===== src/logic/tpc_pkg.sv =====
// Shared constants, types and carriers of the tape operator panel control
package tpc_pkg;

	// ****************************************
	// Timing
	// ****************************************
	localparam int CLK_HZ       = 125_000_000;            // System clock rate
	localparam int DEBOUNCE_MS  = 10;                     // Key settle time
	localparam int DEBOUNCE_CYC = CLK_HZ / 1000 * DEBOUNCE_MS;
	localparam int BLINK_MS     = 250;                    // Half period of lamp flash
	localparam int BLINK_CYC    = CLK_HZ / 1000 * BLINK_MS;

	// ****************************************
	// Keys
	// ****************************************
	localparam int NKEY     = 5;
	localparam int KEY_DENS = 0;                          // Density select
	localparam int KEY_RWUL = 1;                          // Rewind and unload
	localparam int KEY_RST  = 2;                          // Subsystem reset
	localparam int KEY_LDRW = 3;                          // Load or rewind
	localparam int KEY_ONL  = 4;                          // Go online

	// ****************************************
	// Register map
	// ****************************************
	localparam int         AW            = 8;
	localparam logic [7:0] REG_ADDR_OFS  = 8'h00;         // Drive address
	localparam logic [7:0] REG_FAULT_OFS = 8'h04;         // Fault code post
	localparam logic [7:0] REG_DIAG_OFS  = 8'h08;         // Diagnostic display and density
	localparam logic [7:0] REG_STAT_OFS  = 8'h0c;         // Panel status, read only
	localparam logic [3:0] ADDR_RST      = 4'h0;
	localparam logic [11:0] FAULT_RST    = 12'h000;
	localparam logic [7:0] TEST_RST      = 8'h00;
	localparam int         FAULT_MC_BIT  = 12;
	localparam int         DIAG_TEST_LSB = 8;
	localparam int         DIAG_DEN_BIT  = 16;
	localparam int         DIAG_DSEL_LSB = 17;

	// Display requests from diagnostic firmware
	localparam logic [1:0] DREQ_IDLE = 2'h0;
	localparam logic [1:0] DREQ_TEST = 2'h1;
	localparam logic [1:0] DREQ_DATA = 2'h2;
	localparam logic [1:0] DREQ_ADDR = 2'h3;

	// Character codes
	localparam logic [7:0] CH_BLANK = 8'h20;
	localparam logic [7:0] CH_DASH  = 8'h2d;
	localparam logic [7:0] CH_QUES  = 8'h3f;
	localparam logic [7:0] CH_AT    = 8'h40;

	// ****************************************
	// Types
	// ****************************************
	typedef enum logic [2:0] {
		ST_POWERUP = 3'b001,
		ST_OFFLINE = 3'b010,
		ST_ONLINE  = 3'b100
	} tpc_state_t;

	typedef enum logic [2:0] {
		DN_HOST = 3'b001,
		DN_1600 = 3'b010,
		DN_6250 = 3'b100
	} tpc_dens_t;

	typedef struct packed {
		logic        tape_loaded;
		logic        at_bot;
		logic        eot_sensor;
		logic        rewinding;
		logic        reverse_motion;
		logic        write_ring;
		logic        dens_valid;
		logic        dens_gcr;
		logic        load_check;
		logic        drive_fault;
		logic [11:0] fault_code;
	} tpc_drive_t;

	typedef struct packed {
		logic ready;
		logic select;
		logic marker;
		logic online;
		logic machine_fault_lamp;
		logic write_protect_lamp;
		logic host_density_choice;
		logic d1600;
		logic d6250;
	} tpc_lamps_t;

	typedef struct packed {
		logic [3:0][7:0] ch;
		logic            all_segs;
	} tpc_disp_t;

	typedef struct packed {
		logic load;
		logic rewind;
		logic unload;
		logic abort;
		logic diag_start;
		logic diag_stop;
	} tpc_cmd_t;

endpackage : tpc_pkg


===== src/logic/tpc_panel.sv =====
// Operator panel control: keys, lamps, display and density mode
`timescale 1ns/100ps

module tpc_panel #(
	parameter int unsigned DEBOUNCE_N = tpc_pkg::DEBOUNCE_CYC,
	parameter int unsigned BLINK_N    = tpc_pkg::BLINK_CYC
) (
	input  wire logic                     clock,
	input  wire logic                     resetn,
	input  wire logic [tpc_pkg::NKEY-1:0] panel_keys,
	input  wire tpc_pkg::tpc_drive_t      drive,
	input  wire logic [3:0]               host_addr,
	input  wire logic                     host_wants_gcr,
	input  wire logic                     diag_done,
	input  wire logic [tpc_pkg::AW-1:0]   reg_addr,
	input  wire logic [31:0]              reg_wdata,
	input  wire logic                     reg_wr,
	input  wire logic                     reg_rd,
	output tpc_pkg::tpc_lamps_t           lamps,
	output tpc_pkg::tpc_disp_t            disp,
	output tpc_pkg::tpc_cmd_t             cmd,
	output logic                          write_inhibit,
	output logic                          write_gcr,
	output logic [31:0]                   reg_rdata
);
	import tpc_pkg::*;

	// Hex digit to display character
	function automatic logic [7:0] hex_char(input logic [3:0] v);
		hex_char = (v < 4'ha) ? (8'h30 + {4'h0, v}) : (8'h37 + {4'h0, v});
	endfunction : hex_char

	// ****************************************
	// Declarations
	// ****************************************
	logic [NKEY-1:0]  key_s1_r;                // First sync stage
	logic [NKEY-1:0]  key_s2_r;                // Second sync stage
	logic [NKEY-1:0]  key_db_r;                // Debounced level
	logic [NKEY-1:0]  key_prev_r;              // Debounced level, delayed
	logic [31:0]      db_cnt_r [NKEY];         // Settle counters
	logic [NKEY-1:0]  press;                   // One pulse per press
	logic [31:0]      blink_cnt_r;             // Flash timer
	logic             blink_r;                 // Flash phase
	tpc_state_t       state_r;                 // Panel state
	tpc_dens_t        dens_r;                  // Density mode
	logic             start_done_r;            // Power-up diag launched
	logic             mc_r;                    // Machine check present
	logic [11:0]      fault_r;                 // Posted fault code
	logic             eot_hold_r;              // End marker seen
	logic             unload_blk_r;            // Ready held off by unload
	logic             loaded_prev_r;           // Tape loaded, delayed
	logic [3:0]       drv_addr_r;              // Configured drive address
	logic [1:0]       dreq_r;                  // Diagnostic display request
	logic [7:0]       test_r;                  // Test or data number
	logic             online;                  // Online status
	logic             tape_keys_ok;            // Tape keys accepted
	logic             fault_evt;               // Fault from drive
	logic             wr_fault;                // Fault posted by software
	logic             wr_diag;                 // Diagnostic register write
	logic             dens_wr;                 // Diagnostic density write
	tpc_disp_t        disp_nxt;                // Next display content
	tpc_dens_t        dens_sel;                // Density from register

	assign online       = (state_r == ST_ONLINE);
	assign tape_keys_ok = (state_r == ST_OFFLINE);
	assign fault_evt    = drive.load_check | drive.drive_fault;
	assign wr_fault     = reg_wr & (reg_addr == REG_FAULT_OFS);
	assign wr_diag      = reg_wr & (reg_addr == REG_DIAG_OFS);
	assign dens_wr      = wr_diag & reg_wdata[DIAG_DEN_BIT];

	// Register field to density mode
	always_comb begin
		unique case (reg_wdata[DIAG_DSEL_LSB +: 2])
			2'h1:    dens_sel = DN_1600;
			2'h2:    dens_sel = DN_6250;
			default: dens_sel = DN_HOST;
		endcase
	end

	// ****************************************
	// Keys
	// ****************************************
	// Two-stage synchroniser for panel keys
	always_ff @(posedge clock) begin
		if (!resetn) begin
			key_s1_r <= '0;
			key_s2_r <= '0;
		end else begin
			key_s1_r <= panel_keys;
			key_s2_r <= key_s1_r;
		end
	end

	// Debounce: level changes only after it stays put
	always_ff @(posedge clock) begin
		if (!resetn) begin
			key_db_r   <= '0;
			key_prev_r <= '0;
			for (int i = 0; i < NKEY; i++) begin
				db_cnt_r[i] <= '0;
			end
		end else begin
			key_prev_r <= key_db_r;
			for (int i = 0; i < NKEY; i++) begin
				if (key_s2_r[i] == key_db_r[i]) begin
					db_cnt_r[i] <= '0;
				end else if (db_cnt_r[i] >= DEBOUNCE_N - 1) begin
					db_cnt_r[i] <= '0;
					key_db_r[i] <= key_s2_r[i];
				end else begin
					db_cnt_r[i] <= db_cnt_r[i] + 32'h1;
				end
			end
		end
	end

	// Act on the press edge only
	assign press = key_db_r & ~key_prev_r;

	// ****************************************
	// Flash timer
	// ****************************************
	// Toggles the flash phase every half period
	always_ff @(posedge clock) begin
		if (!resetn) begin
			blink_cnt_r <= '0;
			blink_r     <= 1'b0;
		end else if (blink_cnt_r >= BLINK_N - 1) begin
			blink_cnt_r <= '0;
			blink_r     <= ~blink_r;
		end else begin
			blink_cnt_r <= blink_cnt_r + 32'h1;
		end
	end

	// ****************************************
	// Panel state
	// ****************************************
	// Power-up, offline and online status
	always_ff @(posedge clock) begin
		if (!resetn) begin
			state_r <= ST_POWERUP;
		end else if (press[KEY_RST]) begin
			state_r <= ST_OFFLINE;
		end else if (press[KEY_ONL]) begin
			state_r <= ST_ONLINE;
		end else begin
			unique case (state_r)
				ST_POWERUP: begin
					if (diag_done) begin
						state_r <= ST_OFFLINE;
					end
				end
				ST_OFFLINE: state_r <= ST_OFFLINE;
				ST_ONLINE:  state_r <= ST_ONLINE;
			endcase
		end
	end

	// ****************************************
	// Commands to the sequencer
	// ****************************************
	// One-cycle command pulses
	always_ff @(posedge clock) begin
		if (!resetn) begin
			cmd          <= '0;
			start_done_r <= 1'b0;
		end else begin
			cmd.diag_start <= !start_done_r;
			start_done_r   <= 1'b1;
			cmd.load   <= press[KEY_LDRW] & tape_keys_ok & !drive.tape_loaded;
			cmd.rewind <= press[KEY_LDRW] & tape_keys_ok & drive.tape_loaded;
			cmd.unload <= press[KEY_RWUL] & tape_keys_ok;
			cmd.abort  <= press[KEY_RST] | (press[KEY_ONL] & !online);
			cmd.diag_stop <= press[KEY_RST] | (press[KEY_ONL] & !online);
		end
	end

	// ****************************************
	// Density mode
	// ****************************************
	// Density key, tape load and diagnostics
	always_ff @(posedge clock) begin
		if (!resetn) begin
			dens_r        <= DN_HOST;
			loaded_prev_r <= 1'b0;
		end else begin
			loaded_prev_r <= drive.tape_loaded;
			if (dens_wr) begin
				dens_r <= dens_sel;
			end else if (drive.tape_loaded && !loaded_prev_r) begin
				dens_r <= DN_HOST;
			end else if (press[KEY_DENS] && (!drive.tape_loaded || drive.at_bot)) begin
				unique case (dens_r)
					DN_HOST: dens_r <= DN_1600;
					DN_1600: dens_r <= DN_6250;
					DN_6250: dens_r <= DN_HOST;
				endcase
			end
		end
	end

	// ****************************************
	// Fault and marker status
	// ****************************************
	// Machine check: a new fault wins over a clear
	always_ff @(posedge clock) begin
		if (!resetn) begin
			mc_r    <= 1'b0;
			fault_r <= FAULT_RST;
		end else if (fault_evt) begin
			mc_r    <= 1'b1;
			fault_r <= drive.fault_code;
		end else if (wr_fault) begin
			mc_r    <= 1'b1;
			fault_r <= reg_wdata[11:0];
		end else if (press[KEY_RST]) begin
			mc_r <= 1'b0;
		end
	end

	// End marker holds until moved back past sensor
	always_ff @(posedge clock) begin
		if (!resetn) begin
			eot_hold_r <= 1'b0;
		end else if (drive.eot_sensor) begin
			eot_hold_r <= 1'b1;
		end else if (drive.rewinding || drive.reverse_motion) begin
			eot_hold_r <= 1'b0;
		end
	end

	// Ready stays off once unload is ordered
	always_ff @(posedge clock) begin
		if (!resetn) begin
			unload_blk_r <= 1'b0;
		end else if (cmd.unload) begin
			unload_blk_r <= 1'b1;
		end else if (!drive.tape_loaded) begin
			unload_blk_r <= 1'b0;
		end
	end

	// ****************************************
	// Software registers
	// ****************************************
	// Drive address and diagnostic display request
	always_ff @(posedge clock) begin
		if (!resetn) begin
			drv_addr_r <= ADDR_RST;
			dreq_r     <= DREQ_IDLE;
			test_r     <= TEST_RST;
		end else begin
			if (reg_wr && reg_addr == REG_ADDR_OFS) begin
				drv_addr_r <= reg_wdata[3:0];
			end
			if (press[KEY_RST] || press[KEY_ONL]) begin
				dreq_r <= DREQ_IDLE;
			end else if (wr_diag) begin
				dreq_r <= reg_wdata[1:0];
				test_r <= reg_wdata[DIAG_TEST_LSB +: 8];
			end
		end
	end

	// Read data stands the cycle after the strobe only
	always_ff @(posedge clock) begin
		if (!resetn) begin
			reg_rdata <= '0;
		end else if (!reg_rd) begin
			reg_rdata <= '0;
		end else begin
			unique case (reg_addr)
				REG_ADDR_OFS:  reg_rdata <= {28'h0, drv_addr_r};
				REG_FAULT_OFS: reg_rdata <= {19'h0, mc_r, fault_r};
				REG_DIAG_OFS:  reg_rdata <= {16'h0, test_r, 6'h0, dreq_r};
				REG_STAT_OFS:  reg_rdata <= {17'h0, state_r, dens_r, lamps};
				default:       reg_rdata <= '0;
			endcase
		end
	end

	// ****************************************
	// Lamps and write control
	// ****************************************
	// All lamps come from flip-flops
	always_ff @(posedge clock) begin
		if (!resetn) begin
			lamps         <= '0;
			write_inhibit <= 1'b0;
			write_gcr     <= 1'b0;
		end else begin
			lamps.ready  <= drive.tape_loaded & !drive.rewinding & !unload_blk_r;
			lamps.select <= online & (host_addr == drv_addr_r);
			lamps.marker <= drive.at_bot | eot_hold_r;
			lamps.online <= online;
			lamps.machine_fault_lamp <= mc_r & blink_r;
			lamps.write_protect_lamp <= drive.tape_loaded & !drive.write_ring;
			write_inhibit <= drive.tape_loaded & !drive.write_ring;
			if (drive.dens_valid) begin
				lamps.host_density_choice <= 1'b0;
				lamps.d1600 <= !drive.dens_gcr;
				lamps.d6250 <= drive.dens_gcr;
			end else begin
				lamps.host_density_choice <= (dens_r == DN_HOST);
				lamps.d1600 <= (dens_r != DN_6250);
				lamps.d6250 <= (dens_r == DN_6250);
			end
			unique case (dens_r)
				DN_HOST: write_gcr <= host_wants_gcr;
				DN_1600: write_gcr <= 1'b0;
				DN_6250: write_gcr <= 1'b1;
			endcase
		end
	end

	// ****************************************
	// Display
	// ****************************************
	// Display content by priority
	always_comb begin
		disp_nxt.all_segs = |key_db_r;
		if (online) begin
			disp_nxt.ch = {4{CH_BLANK}};
		end else if (mc_r) begin
			disp_nxt.ch = {CH_BLANK, hex_char(fault_r[11:8]),
				hex_char(fault_r[7:4]), hex_char(fault_r[3:0])};
		end else if (state_r == ST_POWERUP) begin
			disp_nxt.ch = {CH_AT, 8'h30, 8'h30, CH_BLANK};
		end else begin
			unique case (dreq_r)
				DREQ_TEST: disp_nxt.ch = {CH_AT, hex_char(test_r[7:4]),
					hex_char(test_r[3:0]), CH_BLANK};
				DREQ_DATA: disp_nxt.ch = {CH_BLANK, CH_BLANK, CH_QUES, CH_QUES};
				DREQ_ADDR: disp_nxt.ch = {4{CH_QUES}};
				default:   disp_nxt.ch = {4{CH_DASH}};
			endcase
		end
	end

	// Registered display
	always_ff @(posedge clock) begin
		if (!resetn) begin
			disp <= '0;
		end else begin
			disp <= disp_nxt;
		end
	end

endmodule : tpc_panel


===== config.mk =====
export PLATFORM = sky130hd
export DESIGN_NAME = tpc_panel
export DESIGN_NICKNAME = d
export VERILOG_FILES = /design/src/logic/tpc_pkg.sv /design/src/logic/tpc_panel.sv
export SDC_FILE = /design/constraint.sdc
export NUM_CORES = 1
export LEC_CHECK = 0
export BUFFER_PORTS_ARGS = -buffer_cell sky130_fd_sc_hd__buf_2
export CORE_MARGIN = 3
export CORE_UTILIZATION = 30
export CTS_CLUSTER_DIAMETER = 30
export DETAILED_ROUTE_END_ITERATION = 16
export PLACE_DENSITY = 0.55
export RECOVER_POWER = 50
export SLEW_MARGIN = 20
export SYNTH_ARGS = -nofsm -noshare
export SYNTH_HDL_FRONTEND = slang
export SYNTH_SLANG_ARGS = --single-unit

===== constraint.sdc =====
create_clock -name clock -period 1.9 [get_ports clock]
set_input_delay 0.19 -clock clock [delete_from_list [all_inputs] [get_ports clock]]
set_output_delay 0.19 -clock clock [all_outputs]
set_load 0.05 [all_outputs]

# [Word-level counts from Yosys, hierarchy flattened]
# Memory sizes are Yosys's and may differ from the RTL's.
# Cells that the tools add are included.
[classes] n_addsub=16 n_lt_le_gt_ge=11 n_eq_ne=24 n_mux=102 bitwise_logic=41 n_reduce_logical=34
[ops] op="$mux 32" n=15
[ops] op="$add 32x1->32 const B" n=6
[ops] op="$ge 32x21->1 const B" n=5
[ops] op="$pmux 31 s3" n=1
[ops] op="$add 6x4->7 const A" n=10
[ops] op="$mux 1" n=64
[ops] op="$pmux 16 s4" n=1
[ops] op="$mux 30" n=2
[ops] op="$mux 7" n=5
[ops] op="$ge 32x25->1 const B" n=1
[ops] op="$mux 31" n=1
[ops] op="$mux 12" n=2
[ops] op="$lt 4x4->1 const B" n=5
[ops] op="$or 1x1->1" n=18
[ops] op="$pmux 3 s3" n=2
[ops] op="$eq 8x4->1 const B" n=2
[ops] op="$mux 3" n=5
[ops] op="$reduce_and 2->1" n=7
[ops] op="$and 1x1->1" n=13
[ops] op="$reduce_or 2->1" n=5
[ops] op="$eq 8x3->1 const B" n=1
[ops] op="$logic_not 1->1" n=8
[ops] op="$logic_not 8->1" n=1
[ops] op="$not 1->1" n=8
[ops] op="other kinds (22)" n=40
[word_totals] reg_bits=170 ramBits=160 output_inout_bits=82 memories=1
[mem_list] name="db_cnt_r" depth=5 word_bits=32 read_ports=5 rd_clocked_by_memory_dff=0 wr=5 line="tpc_panel.sv:40" source="logic [31:0] db_cnt_r [NKEY];"

# [Longest topological paths before layout]
# An unclocked memory read counts as a cell.
[depth] depth_word=8 mapped_depth=8 depth_no_buf=7

# [Worst setup path before layout]
# Ideal clock, no wire load.
[synth_path] kind="register -> register" start="mem db_cnt_r[2][0]" end="mem db_cnt_r[2][12] (data pin)" t_arrival_ns=1.967 required_ns=1.762 path_slack_ns=-0.205 path_stages_with_launch=9 path_buffers=1 period_less_slack_ns=2.105 cell_sequence="edfxtp_1 ha_1 and3_2 o211a_1 o31ai_2 a21oi_2 or3_4 buf_6 nor2_1"
[synth_lines] element="from (decl)" line="tpc_panel.sv:40"

==> impl_results.md <==
* Status: finished, violations left
* Failing checks: negative setup slack
* Fin. Hold Viols at 0
* Logic pwr share at 0.054
* DIE AREA at 48500 um2
* Seq/Total Area, Yosys at 0.563
* EDFF count, synth at 160
* # DRC at 0
* Synth Register Bits at 307
* Final Cycle Share at 1.06
* Routed len/inst at 13.6 um
* Kind of critical path: reg -> reg
* WHS at 0.0333 ns
* Total number of vias at 11023
* Max-cap violations at 0
* Total power at 21.8 mW
* Most used DFF post-synth: edfxtp_1
* DR iter-0 viols at 699
* Io pins at 159
* Syn avg cell area at 10.5 um2
* Final Cell Area at 20300 um2
* Hold Path Class: in -> reg
* Die H at 220 um
* FMAX at 495 MHz
* CP delay by family, top: simple AND/OR/NAND/NOR gates
* Min Tclk post-route at 2.02 ns
* Async SR Flop Fraction at 0
* Cts bufs inserted at 77
* Switch Pwr at 5.00 mW
* GRT Util Overall at 0.137
* Clk root buf: clkbuf_16
* Cells after synthesis at 1309
* Fin cells at 2509
* Initial Util at 0.307
* Net Sw Frac at 0.229
* Core Rows at 77
* Top cells by count, synth: 190 x nor2_1, 160 x edfxtp_1, 147 x dfxtp_1
* Unrepaired setup endpoints after global routing: yes
* Cell accounting for the most synthesized area: edfxtp_1
* Cell Area, Placed at 16500 um2
* Initial antenna violation count at 2
* Worst IR Drop VDD at 0.610 mV
* Die W at 220 um
* Clock power frac at 0.603
* Total core area at 44800 um2
* Layout area overhead at 47.2%
* DR vias/cell at 4.39
* Routed WL at 34100 um
* First-pass GRT wire length at 53200 um
* CP max stage delay at 0.42 ns
* Clock buffer depth at 3
* Slew Viols, Final at 0
* Largest net degree at the start of global routing at 23
* Sequential Power Share at 0.343
* Cell Chain, Critical Path: or3_1 > o211a_1 > o31ai_2 > a21oi_2 > or3_4 > nor2_4
* Worst Path Required at 2.33 ns
* Placed cells at 2308
* Worst Path Buf+Inv at 0
* P_int at 16.8 mW
* Critical path fanouts, max at 5
* Clock-pin slew on the worst setup and hold paths at 0.04 ns
* Worst rel slew slack at 0.544
* Worst EP arrival at 2.45 ns
* Detail Route Antenna Nets at 0
* RD Place Congestion at 0.845
* Layout cells sized above 1 at 0.241
* HPWL after DPL at 23800 um
* Synth warn at 0
* Power per cell area at 1080 nW/um2
* Final setup vio count at 88
* Crit path max-delay cell type: or3_4
* Worst-margin pin slew at 0.683 ns
* Clock sinks at 307
* 1st-pass router iterations at 5
* Final #Nets at 1945
* LEAKAGE at 8.10 nW
* Clk Latency, worst-skew pair at 0.57 ns
* Worst Slack Setup Final at -0.121 ns
* Netlist Area Pre-Place at 13800 um2
* Crit. End Element: register
* Count of cell types in the netlist at 70
* Setup crit start kind: register
* Clock skew at 0.0167 ns
* Top cells by area, synth: edfxtp_1 35%, dfxtp_1 21%, nor2_1 5.2%
* CTS tree: yes
* Synth top area share at 0.349
* H-tree depth at 3
* Total grt overflow at 0
* Number of global-route vias before repair at 10962
* Buffers on Ports at 125
* Most common cell in the netlist: nor2_1
-- cell families (layout without fill, tap and decap cells) --
group,after synthesis,after routing,synth area share
compound gates,152,152,0.0735
flops,307,307,0.563
buf+inv,105,468,0.0385
other cells,2,244,0.000546
simple gates,565,568,0.202
xor+xnor,130,130,0.0827
mux,30,30,0.0237
fa+ha+maj,18,18,0.0164
-- stage by stage --
step | TNS, ns | setup WS [ns] | utilization
final | -4.54 | -0.121 | 0.452
after global routing | -14.56 | -0.206 | 0.452
after CTS | -4.03 | -0.129 | 0.440
after detailed placement | -8.42 | -0.219 | 0.369
after global placement | -3.71 | -0.141 | 0.369
after floorplan | -2.66 | -0.127 | -
-- per-layer routing --
| metal | GRT usage | share of wire | vias up |
|---|---|---|---|
| met5 | 0 | 0 | - |
| met4 | 0.0522 | 0.028 | 0 |
| met3 | 0.0389 | 0.053 | 78 |
| met2 | 0.218 | 0.46 | 239 |
| met1 | 0.177 | 0.45 | 5199 |
| li1 | - | - | 5507 |
-- power groups by stage --
stage	sequential, mW	clock, mW	combinational [mW]
3_3_place_gp	7.58	0	1.07
5_1_grt	7.51	13.9	1.30
6_report	7.48	13.2	1.19
3_5_place_dp	7.59	0	1.08
4_1_cts	7.48	13.5	1.15
2_1_floorplan	7.70	0	0.592
-- worst min-delay path: cells and delay by family --
kind	cells	cell delay, ns
AND/OR/NAND/NOR	1	0.08
AO/OA/AOI/OAI	1	0.09
buffers and inverters	1	0.20
-- registers in the layout, indices dropped and copies added, names as in the netlist, 2 cells and up --
name	cells
key_s1_r	5
db_cnt_r	160
drv_addr_r	4
key_prev_r	5
fault_r	12
dens_r	3
state_r	3
lamps	8
key_db_r	5
cmd	5
dreq_r	2
reg_rdata	16
key_s2_r	5
disp	26
test_r	8
blink_cnt_r	32
-- placed cells by master, fill, tap and decap left out, types with 14 or more instances in the layout --
master	netlist	layout
a21oi_1	25	25
and3_1	24	23
buf_2	4	97
buf_4	25	103
clkbuf_1	32	42
clkbuf_16	0	85
clkinv_2	0	14
conb_1	2	242
dfxtp_1	147	147
dlygate4sd3_1	0	37
edfxtp_1	160	160
ha_1	18	14
inv_1	36	36
mux2i_1	27	27
nand2_1	96	95
nand3_1	66	64
nand4_1	29	29
nor2_1	190	123
nor2_2	2	31
nor2_4	0	38
nor2b_1	31	30
nor3_1	39	36
nor4_1	17	14
o211a_1	15	15
o21ai_0	45	45
xnor2_1	52	52
xor2_1	78	78
-- cell type report --
type,count,area [um2]
tap,592,741
timing repair buffer,287,2010
clock buffer,93,2140
antenna,2,5.00
inverter,37,139
fill,4312,24500
sequential,307,7750
clock inverter,51,536
multi-input combinational,1140,6950
-- final timing paths --
path / startpoint / to / slack (ns) / depth (start not counted)
worst max-delay path: db_cnt_r[2][5] / db_cnt_r[2][5] / -0.12 / 6
worst min-delay path: reg_addr[3] / reg_rdata[11] / 0.03 / 3
worst max register to register: db_cnt_r[2][5] / db_cnt_r[2][5] / -0.12 / 6
worst min register to register: start_done_r / cmd[1] / 0.39 / 1
-- what timing repair did --
action,in CTS,in global routing
pin swaps,29,54
cloned,3,5
endpoints found under the hold margin,41,0
setup endpoints to repair,89,127
resized for setup,20,129
buffers inserted,3,9
hold buffers,37,0
Power figures use the tool's default switching activity.
